## config.mk

```make
export PLATFORM = sky130hd
export DESIGN_NAME = ast_uart
export DESIGN_NICKNAME = d
export VERILOG_FILES = /design/src/pkg/ast_pkg.sv /design/src/verilog/ast_rx_fifo.sv /design/src/verilog/ast_uart.sv
export VERILOG_INCLUDE_DIRS = /design/src /design/src/pkg
export SDC_FILE = /design/constraint.sdc
export NUM_CORES = 1
export LEC_CHECK = 0
export BUFFER_PORTS_ARGS = -buffer_cell sky130_fd_sc_hd__buf_2
export CORE_MARGIN = 4
export CORE_UTILIZATION = 45
export DETAILED_ROUTE_END_ITERATION = 10
export HOLD_SLACK_MARGIN = 0.06
export PLACE_DENSITY = 0.66
export SLEW_MARGIN = 40
export SYNTH_ARGS = -nofsm -noshare
export SYNTH_HDL_FRONTEND = slang
export SYNTH_SLANG_ARGS = --single-unit
```

## constraint.sdc

```tcl
create_clock -name clk -period 2.3 [get_ports clk]
set_input_delay 0.23 -clock clk [delete_from_list [all_inputs] [get_ports clk]]
set_output_delay 0.23 -clock clk [all_outputs]
set_load 0.03 [all_outputs]
```

## src/pkg/ast_cfg.svh

```systemverilog
// Purpose: constants for the asynchronous serial transceiver
// Assumes: 250 MHz system clock
// Notes: included by bare name
`ifndef AST_CFG_SVH
`define AST_CFG_SVH
`define AST_OVS 16
`define AST_OVS_MID 8
`define AST_OVS_W 4
`define AST_BRG_W 16
`define AST_BRG_RST 16'h00A1
`define AST_CLK_NS 4
`define AST_TCY_NS 4
`define AST_TCY_CYC ((`AST_TCY_NS + `AST_CLK_NS - 1) / `AST_CLK_NS)
`define AST_FIFO_DEPTH 2
`endif

```

## src/pkg/ast_pkg.sv

```systemverilog
// Purpose: types for the asynchronous serial transceiver
// Assumes: nothing
// Notes: constants live in ast_cfg.svh
package ast_pkg;
   typedef enum logic [1:0] {TX_IDLE, TX_START, TX_DATA, TX_STOP} ast_tx_state_t;
   typedef enum logic [1:0] {RX_IDLE, RX_START, RX_DATA, RX_STOP} ast_rx_state_t;
endpackage

```

## src/verilog/ast_rx_fifo.sv

```systemverilog
// Purpose: two-entry receive FIFO holding data, ninth bit and framing error
// Assumes: single clock, writer checks full
// Notes: read data come out of a register
`timescale 1ns/1ps
`include "ast_cfg.svh"
module ast_rx_fifo #(
   parameter int W = 10,
   parameter int DEPTH = `AST_FIFO_DEPTH
) (
   // Clock and reset
   input wire logic clk,
   input wire logic rst_n,
   // Write side
   input wire logic wr_en,
   input wire logic [W-1:0] wr_data,
   // Read side
   input wire logic rd_en,
   output logic [W-1:0] rd_data,
   output logic empty,
   output logic full
);
   logic [W-1:0] mem_r [DEPTH];
   logic wp_r;
   logic rp_r;
   logic [1:0] cnt_r;
   logic do_wr;
   logic do_rd;
   assign do_wr = wr_en && (cnt_r != 2'(DEPTH));
   assign do_rd = rd_en && (cnt_r != 2'h0);
   assign empty = (cnt_r == 2'h0);
   assign full = (cnt_r == 2'(DEPTH));
   // Storage, no reset needed on data
   always_ff @(posedge clk) begin
      if (do_wr) begin
         mem_r[wp_r] <= wr_data;
      end
   end
   // Pointers and occupancy
   always_ff @(posedge clk) begin
      if (!rst_n) begin
         wp_r <= 1'b0;
         rp_r <= 1'b0;
         cnt_r <= 2'h0;
      end else begin
         if (do_wr) begin
            wp_r <= ~wp_r;
         end
         if (do_rd) begin
            rp_r <= ~rp_r;
         end
         cnt_r <= cnt_r + 2'(do_wr) - 2'(do_rd);
      end
   end
   // Registered read port, head shows after each move
   always_ff @(posedge clk) begin
      if (!rst_n) begin
         rd_data <= '0;
      end else begin
         rd_data <= mem_r[do_rd ? ~rp_r : rp_r];
      end
   end
endmodule // ast_rx_fifo

```

## src/verilog/ast_uart.sv

```systemverilog
// Purpose: asynchronous serial transceiver, NRZ, 8 or 9 data bits
// Assumes: one clock, synchronous active-low reset, no software bus
// Notes: control bits are plain ports; shared 16x oversample tick
// Function
// - Serial output idles at mark while nothing is being sent.
// - Character is one start, eight or nine data bits, then one stop bit.
// - Start bit is space; every stop bit is mark.
// - Data and stop bits last one full bit period; the start bit runs until the sixteenth baud tick after load.
// - Data bits go and come least significant bit first.
// - Transmit and receive are independent but share format and rate.
// - No hardware parity; ninth bit is plain software data.
// - Baud generator divides system clock, 8-bit or 16-bit mode.
// - Transmit shift register loads only from holding register, never visible.
// - Overrun flagged when a character completes with the FIFO full.
// - Framing error flagged when the stop bit samples as space.
// - Nine-bit mode offers address detection on the ninth bit.
// - Transmit output drives pin and an internal logic-cell tap.
// - Pending character moves to shifter two cycles after stop bit ends.
// - Received characters move at once into a two-entry FIFO.
// - Input sampled at sixteen times baud; shifter advances once per bit.
// - Buffer-empty flag set when enabled and holding register empty.
`timescale 1ns/1ps
`include "ast_cfg.svh"
module ast_uart #(
   parameter int BRG_W = `AST_BRG_W,
   parameter logic [15:0] BRG_RST = `AST_BRG_RST
) (
   // Clock and reset
   input wire logic clk,
   input wire logic rst_n,
   // Configuration
   input wire logic port_en,
   input wire logic tx_en,
   input wire logic rx_en,
   input wire logic nine_bit,
   input wire logic brg_16,
   input wire logic [BRG_W-1:0] brg_div,
   input wire logic addr_detect,
   // Transmit holding register write
   input wire logic tx_wr,
   input wire logic [8:0] tx_wdata,
   // Receive data register read
   input wire logic rx_rd,
   input wire logic ovr_clr,
   // Serial pins
   input wire logic rx_pin,
   output logic tx_or_clock_pin,
   output logic tx_to_logic_cell,
   // Status
   output logic tx_buffer_empty_flag,
   output logic tx_shift_empty,
   output logic [8:0] rx_data_reg,
   output logic rx_frame_err,
   output logic rx_avail,
   output logic rx_overrun
);
   logic [BRG_W-1:0] brg_cnt_r;
   logic tick;
   logic [BRG_W-1:0] div_eff;
   logic rx_s1_r;
   logic rx_s2_r;
   logic [2:0] hist_r;
   logic vote;
   ast_pkg::ast_tx_state_t tx_st_r;
   logic [`AST_OVS_W-1:0] tx_ph_r;
   logic [3:0] tx_bit_r;
   logic [8:0] tx_shift_reg;
   logic [8:0] tx_holding_reg;
   logic hold_full_r;
   logic tx_line_r;
   logic [1:0] tcy_r;
   ast_pkg::ast_rx_state_t rx_st_r;
   logic [`AST_OVS_W-1:0] rx_ph_r;
   logic [3:0] rx_bit_r;
   logic [8:0] rx_shift_reg;
   logic rx_prev_r;
   logic rx_done;
   logic rx_store;
   logic fifo_full;
   logic fifo_empty;
   logic [9:0] fifo_q;
   logic [3:0] nbits;
   logic bit_end_tx;
   logic tx_load;
   logic rx_mid;
   logic rx_end;

   // Shared format for both directions
   assign nbits = nine_bit ? 4'h9 : 4'h8;
   // Eight-bit mode uses only the low byte of the divisor
   assign div_eff = brg_16 ? brg_div : BRG_W'(brg_div[7:0]);

   // Baud generator: one tick per sixteenth of a bit
   always_ff @(posedge clk) begin
      if (!rst_n || !port_en) begin
         brg_cnt_r <= BRG_W'(BRG_RST);
      end else if (brg_cnt_r == '0) begin
         brg_cnt_r <= div_eff;
      end else begin
         brg_cnt_r <= brg_cnt_r - 1'b1;
      end
   end
   assign tick = port_en && (brg_cnt_r == '0);

   // Pin synchroniser; only stage two feeds logic
   always_ff @(posedge clk) begin
      if (!rst_n) begin
         rx_s1_r <= 1'b1;
         rx_s2_r <= 1'b1;
      end else begin
         rx_s1_r <= rx_pin;
         rx_s2_r <= rx_s1_r;
      end
   end

   // Oversample history for the majority vote
   always_ff @(posedge clk) begin
      if (!rst_n) begin
         hist_r <= 3'h7;
      end else if (tick) begin
         hist_r <= {hist_r[1:0], rx_s2_r};
      end
   end
   assign vote = (hist_r[0] & hist_r[1]) | (hist_r[1] & hist_r[2]) | (hist_r[0] & hist_r[2]);

   // Holding register: software side of the transmitter
   assign bit_end_tx = tick && (tx_ph_r == 4'(`AST_OVS - 1));
   assign tx_load = hold_full_r && (tx_st_r == ast_pkg::TX_IDLE) && (tcy_r == 2'h0) && tx_en;
   always_ff @(posedge clk) begin
      if (!rst_n) begin
         tx_holding_reg <= 9'h000;
         hold_full_r <= 1'b0;
      end else if (tx_wr && (!hold_full_r || tx_load)) begin
         tx_holding_reg <= nine_bit ? tx_wdata : {1'b0, tx_wdata[7:0]};
         hold_full_r <= 1'b1;
      end else if (tx_load) begin
         hold_full_r <= 1'b0;
      end
   end

   // Gap of one instruction cycle after the stop bit before reload
   always_ff @(posedge clk) begin
      if (!rst_n) begin
         tcy_r <= 2'h0;
      end else if (tx_st_r == ast_pkg::TX_STOP && bit_end_tx) begin
         tcy_r <= 2'(`AST_TCY_CYC);
      end else if (tcy_r != 2'h0) begin
         tcy_r <= tcy_r - 2'h1;
      end
   end

   // Transmit state machine
   always_ff @(posedge clk) begin
      if (!rst_n || !tx_en) begin
         tx_st_r <= ast_pkg::TX_IDLE;
         tx_ph_r <= '0;
         tx_bit_r <= 4'h0;
         tx_shift_reg <= 9'h000;
      end else begin
         case (tx_st_r)
            ast_pkg::TX_IDLE: begin
               tx_ph_r <= '0;
               if (tx_load) begin
                  tx_shift_reg <= tx_holding_reg;
                  tx_bit_r <= 4'h0;
                  tx_st_r <= ast_pkg::TX_START;
               end
            end
            ast_pkg::TX_START: begin
               if (tick) begin
                  tx_ph_r <= tx_ph_r + 1'b1;
               end
               if (bit_end_tx) begin
                  tx_st_r <= ast_pkg::TX_DATA;
               end
            end
            ast_pkg::TX_DATA: begin
               if (tick) begin
                  tx_ph_r <= tx_ph_r + 1'b1;
               end
               if (bit_end_tx) begin
                  tx_shift_reg <= {1'b0, tx_shift_reg[8:1]};
                  tx_bit_r <= tx_bit_r + 4'h1;
                  if (tx_bit_r == nbits - 4'h1) begin
                     tx_st_r <= ast_pkg::TX_STOP;
                  end
               end
            end
            ast_pkg::TX_STOP: begin
               if (tick) begin
                  tx_ph_r <= tx_ph_r + 1'b1;
               end
               if (bit_end_tx) begin
                  tx_st_r <= ast_pkg::TX_IDLE;
               end
            end
            default: begin
               tx_st_r <= ast_pkg::TX_IDLE;
            end
         endcase
      end
   end

   // Line level, registered to keep the pin glitch free
   always_ff @(posedge clk) begin
      if (!rst_n) begin
         tx_line_r <= 1'b1;
      end else begin
         case (tx_st_r)
            ast_pkg::TX_START: tx_line_r <= 1'b0;
            ast_pkg::TX_DATA: tx_line_r <= tx_shift_reg[0];
            default: tx_line_r <= 1'b1;
         endcase
      end
   end

   // Pin and internal tap carry the same bit
   always_ff @(posedge clk) begin
      if (!rst_n) begin
         tx_or_clock_pin <= 1'b1;
         tx_to_logic_cell <= 1'b1;
      end else begin
         tx_or_clock_pin <= tx_line_r;
         tx_to_logic_cell <= tx_line_r;
      end
   end

   // Transmit status
   always_ff @(posedge clk) begin
      if (!rst_n) begin
         tx_buffer_empty_flag <= 1'b0;
         tx_shift_empty <= 1'b1;
      end else begin
         tx_buffer_empty_flag <= tx_en && !hold_full_r;
         tx_shift_empty <= (tx_st_r == ast_pkg::TX_IDLE);
      end
   end

   // Receive state machine; centre sample at phase eight
   assign rx_mid = tick && (rx_ph_r == 4'(`AST_OVS_MID));
   assign rx_end = tick && (rx_ph_r == 4'(`AST_OVS - 1));
   always_ff @(posedge clk) begin
      if (!rst_n || !rx_en || !port_en) begin
         rx_st_r <= ast_pkg::RX_IDLE;
         rx_ph_r <= '0;
         rx_bit_r <= 4'h0;
         rx_shift_reg <= 9'h000;
         rx_prev_r <= 1'b1;
      end else begin
         if (tick) begin
            rx_prev_r <= rx_s2_r;
         end
         case (rx_st_r)
            ast_pkg::RX_IDLE: begin
               rx_ph_r <= '0;
               if (tick && rx_prev_r && !rx_s2_r) begin
                  rx_st_r <= ast_pkg::RX_START;
                  rx_ph_r <= 4'h1;
               end
            end
            ast_pkg::RX_START: begin
               if (tick) begin
                  rx_ph_r <= rx_ph_r + 1'b1;
               end
               if (rx_mid && vote) begin
                  rx_st_r <= ast_pkg::RX_IDLE;
               end else if (rx_end) begin
                  rx_bit_r <= 4'h0;
                  rx_st_r <= ast_pkg::RX_DATA;
               end
            end
            ast_pkg::RX_DATA: begin
               if (tick) begin
                  rx_ph_r <= rx_ph_r + 1'b1;
               end
               if (rx_mid) begin
                  // Shift in at the top so the first bit ends at bit zero
                  if (nine_bit) begin
                     rx_shift_reg <= {vote, rx_shift_reg[8:1]};
                  end else begin
                     rx_shift_reg <= {1'b0, vote, rx_shift_reg[7:1]};
                  end
                  rx_bit_r <= rx_bit_r + 4'h1;
               end
               if (rx_end && rx_bit_r == nbits) begin
                  rx_st_r <= ast_pkg::RX_STOP;
               end
            end
            ast_pkg::RX_STOP: begin
               if (tick) begin
                  rx_ph_r <= rx_ph_r + 1'b1;
               end
               // Leave at centre so the next start edge is not missed
               if (rx_mid) begin
                  rx_st_r <= ast_pkg::RX_IDLE;
               end
            end
            default: begin
               rx_st_r <= ast_pkg::RX_IDLE;
            end
         endcase
      end
   end

   // Character done at stop-bit centre; address filter drops data frames
   assign rx_done = (rx_st_r == ast_pkg::RX_STOP) && rx_mid;
   assign rx_store = rx_done && !(nine_bit && addr_detect && !rx_shift_reg[8]);

   ast_rx_fifo #(
      .W(10),
      .DEPTH(`AST_FIFO_DEPTH)
   ) u_fifo (
      .clk(clk),
      .rst_n(rst_n),
      .wr_en(rx_store && !fifo_full),
      .wr_data({!vote, rx_shift_reg}),
      .rd_en(rx_rd),
      .rd_data(fifo_q),
      .empty(fifo_empty),
      .full(fifo_full)
   );

   // Overrun is sticky; a new event beats the clear
   always_ff @(posedge clk) begin
      if (!rst_n) begin
         rx_overrun <= 1'b0;
      end else if (rx_store && fifo_full) begin
         rx_overrun <= 1'b1;
      end else if (ovr_clr) begin
         rx_overrun <= 1'b0;
      end
   end

   // Receive data register view of the FIFO head
   always_ff @(posedge clk) begin
      if (!rst_n) begin
         rx_data_reg <= 9'h000;
         rx_frame_err <= 1'b0;
         rx_avail <= 1'b0;
      end else begin
         rx_data_reg <= fifo_q[8:0];
         rx_frame_err <= fifo_q[9] && !fifo_empty;
         rx_avail <= !fifo_empty;
      end
   end

   a_tx_idle_mark: assert property (@(posedge clk) disable iff (!rst_n)
      $past(tx_st_r) == ast_pkg::TX_IDLE && $past(tx_st_r, 2) == ast_pkg::TX_IDLE |-> tx_or_clock_pin)
      else $error("line not at mark while idle");
   a_tx_start_space: assert property (@(posedge clk) disable iff (!rst_n)
      $past(tx_st_r) == ast_pkg::TX_START |-> !tx_line_r)
      else $error("start bit not space");
   a_tx_stop_mark: assert property (@(posedge clk) disable iff (!rst_n)
      $past(tx_st_r) == ast_pkg::TX_STOP |-> tx_line_r)
      else $error("stop bit not mark");
   a_tap_matches: assert property (@(posedge clk) disable iff (!rst_n)
      tx_or_clock_pin == tx_to_logic_cell)
      else $error("tap differs from pin");
   a_tbe_flag: assert property (@(posedge clk) disable iff (!rst_n)
      tx_buffer_empty_flag == $past(tx_en && !hold_full_r))
      else $error("buffer empty flag wrong");
   a_ovr_set: assert property (@(posedge clk) disable iff (!rst_n)
      rx_store && fifo_full |=> rx_overrun)
      else $error("overrun not flagged");
   a_fifo_push: assert property (@(posedge clk) disable iff (!rst_n)
      rx_store && !fifo_full |=> !fifo_empty)
      else $error("received char not stored");
   a_tx_bits_count: assert property (@(posedge clk) disable iff (!rst_n || !tx_en)
      tx_st_r == ast_pkg::TX_DATA && $past(tx_st_r) == ast_pkg::TX_DATA |-> tx_bit_r < nbits)
      else $error("too many data bits");
   a_tx_reload_gap: assert property (@(posedge clk) disable iff (!rst_n)
      tx_load |-> tcy_r == 2'h0 && $past(tx_st_r) == ast_pkg::TX_IDLE)
      else $error("reload before gap");
   a_addr_filter: assert property (@(posedge clk) disable iff (!rst_n)
      rx_done && nine_bit && addr_detect && !rx_shift_reg[8] |-> !rx_store)
      else $error("data frame passed address filter");
endmodule // ast_uart
```

==> metrics.txt <==
wire length per cell=between 10 and 15 microns; largest registers=u_fifo.mem_r (20), brg_cnt_r (16), u_fifo.rd_data (10); global routing usage on met1=a little over a fifth; RSZ-0062 raised after global routing=false; largest net degree at the start of global routing=26; post-synthesis cell area=0.00512 sq mm; DRT antenna net count=0; status=complete, no violations; routability-driven placement congestion ratio=0.857; Synth top area share=39.9%; Slew Viols, Final=0; CP Buf/Inv Count=2; final hold vios=0; I/O Buffers=52; Core Area=0.0110 sq mm; GR Util All Layers=17.0%; WP data arrival=2.33 ns; Yosys top cell by area=dfxtp_1; Num CTS Buffers=17; Die W=115 microns; main area contributors after synthesis=dfxtp_1, edfxtp_1, mux2i_1; row cnt=38; DRT iter0 DRCs=213; met2 Usage GRT=between 20% and 30%; Post-synth ARST share=0%; Die Y-Extent=approximately 110 microns; Routed WL=between 10 and 15 mm; worst ir drop on vdd=between 0.0008 and 0.0009 V; Crit path largest cell delay=0.37 ns; Yosys warnings=0; sequential fraction of the synthesis area=about half; layout cells sized above 1=19.6%; Clock transition at path regs=0.06 ns; #FFs+latches synth=122; Max Clock Skew=~0.0063 ns; Syn Area/Cell=9.86 sq um; slew of the pin with the lowest slew margin=0.633 ns; Largest register FFs=20; Crit. End Element=flop; Worst setup SP type=flop; Leak=between 2 and 2.5 nW; initial antenna violation count=0; worst path required time=2.57 ns; Initial DRT Pass Iterations=5; Residual DRC=0; GR Util met3=5.44%; first-pass GRT wire length=17.9 mm; root cell of the clock tree=clkbuf_16; clock buffer depth=2; vias in the first global route=roughly 3.9k; fmax=485 MHz; CTS Sinks=122; Via Count=3938; synthesis-to-finish area growth=22.9%; clk_lat worst skew=0.41 ns; CTS tree=built; # IOs=53; die area=0.0131 sq mm; cells after synthesis=between 500 and 600; Max H-tree Level=4; post-layout net count=646; setup violators final=0; hold crit path type=primary input to flop; antenna fix cells=0; maxcap violations=0; Initial Util=between 40% and 50%; busiest grt layer=met2; cell chain of the critical path=inv_1, ha_1, nor4bb_2, and4_2, buf_4, a21boi_0, o21ai_0, a21oi_1; Post-Syn Nets=570; CP Class=flop to flop; Pwr Density=about 840 mW/mm^2; CP top delay family=simple AND/OR/NAND/NOR gates; Reg with most FFs=u_fifo.mem_r; crit-path max FO=7; grt total ovfl=0; Worst slew margin=57.7%; dpl hpwl=7.23 mm; final core utilization=57.3%; setup tns final=0 ns; Synth cell types=58; EDFF count, synth=20; slowest CP cell=and4_2; ys flop type=dfxtp_1; Tcrit/Tclk final=about 90%; Vias/cell=5.26; fin crit period=between 2 and 2.5 ns
## cell usage in the layout, fill, tap and decap left out, drive strengths merged, types with 3 or more instances in the layout
| master | netlist | final |
|---|---|---|
| nand3 | 18 | 18 |
| buf | 14 | 73 |
| a21oi | 37 | 37 |
| nor3 | 13 | 13 |
| mux2i | 30 | 30 |
| or3 | 5 | 5 |
| clkinv | 1 | 7 |
| nor2b | 3 | 3 |
| edfxtp | 20 | 20 |
| a211oi | 19 | 19 |
| ha | 14 | 14 |
| xnor2 | 12 | 12 |
| a21boi | 3 | 3 |
| nor2 | 49 | 49 |
| inv | 14 | 19 |
| xor2 | 14 | 14 |
| nand2 | 47 | 47 |
| and3 | 5 | 5 |
| and4b | 3 | 3 |
| nand4 | 10 | 10 |
| nor4 | 7 | 7 |
| and2 | 13 | 13 |
| nand3b | 3 | 3 |
| o21a | 3 | 3 |
| o21ai | 16 | 16 |
| clkbuf | 11 | 17 |
| dfxtp | 102 | 102 |
| dlygate4sd3 | 0 | 9 |
| nand2b | 8 | 8 |
## tightest hold or removal path: cells and delay by family
kind,cells,cell delay [ns]
buf+inv,1,0.08
mux,1,0.05
simple gates,1,0.08
## repair_timing
action,in CTS,in global routing
gates resized for setup,0,1
endpoints found under the hold margin,8,0
endpoints found under the setup margin,0,21
hold buffers,9,0
setup buffers,0,2
## stage by stage
step                      hold WS (ns)  cell area [sq um]  instances  worst slack [ns]  total power, W
after global routing            0.0850               6290        748            0.0137         0.00551
after floorplan                  0.327               5130        519             0.185         0.00259
after detailed placement         0.401               5590        705            0.0385         0.00270
after CTS                       0.0605               6270        746            0.0181         0.00534
final                           0.0691               6290        748             0.239         0.00530
after global placement           0.393               5590        705             0.157         0.00269
## Yosys cell counts, types with 2 or more instances
cell	count
buf_2	7
edfxtp_1	20
nand4b_1	2
nor2_1	47
mux2i_1	30
nand3b_1	3
o21ai_0	15
o31a_1	2
a211o_1	2
nand2_1	47
nor2_2	2
xor2_1	14
nand3_1	18
buf_1	3
nor3_1	12
a211oi_1	19
nor2b_1	3
buf_4	4
and3_1	5
ha_1	14
a21boi_0	3
nor4_1	6
inv_1	14
or3_1	4
nor4b_1	2
and2_1	13
dfxtp_1	102
nand2b_1	8
o21a_1	3
nand4_1	8
and4b_1	2
a21oi_1	37
xnor2_1	12
clkbuf_1	11
a31oi_1	2
## where the power goes
part           internal [W]  switching [W]
registers           0.00222      0.0000345
logic              0.000189       0.000231
clock network       0.00161        0.00102
## cell type report
cell class	instances	area [sq um]
flip-flops and latches	122	2640
fillers	931	4690
well taps	140	175
clock buffers	17	425
inverters	15	56.3
multi-input cells	357	2320
repair buffers	82	508
clock inverters	15	164
## path summary, 6_finish.rpt
path | from | end | slack (ns) | depth (start not counted)
hold reg to reg | tx_line_r$_SDFF_PN1_ | tx_to_logic_cell$_SDFF_PN1_ | 0.41 | 1
setup reg to reg | brg_cnt_r[0]$_SDFF_PP1_ | tx_st_r[0]$_SDFFE_PP0P_ | 0.24 | 8
setup / recovery | brg_cnt_r[0]$_SDFF_PP1_ | tx_st_r[0]$_SDFFE_PP0P_ | 0.24 | 8
hold / removal | tx_wdata[0] | tx_holding_reg[0]$_SDFFE_PN0P_ | 0.07 | 3
## layer usage
metal | vias up | share of wire, % | routed length (microns)
met1 | 1856 | 48 | 5060
met5 | - | 0 | 0
met2 | 83 | 46 | 4880
met3 | 9 | 5.2 | 548
met4 | 0 | 0.83 | 88
li1 | 1990 | - | -
## logic make-up (layout without fill, tap and decap cells)
logic type / Yosys count / count (layout) / synth area share, %
muxes: 31 / 31 / 6.09
DFF: 122 / 122 / 51.6
and+or+nand+nor: 194 / 194 / 19.9
xor gates and xnor gates: 26 / 26 / 4.45
AOI/OAI and AO/OA: 92 / 92 / 11.1
adders and majority gates: 14 / 14 / 3.42
buffers and inverters: 40 / 129 / 3.40
No activity file was read; power rests on OpenSTA's default activity.
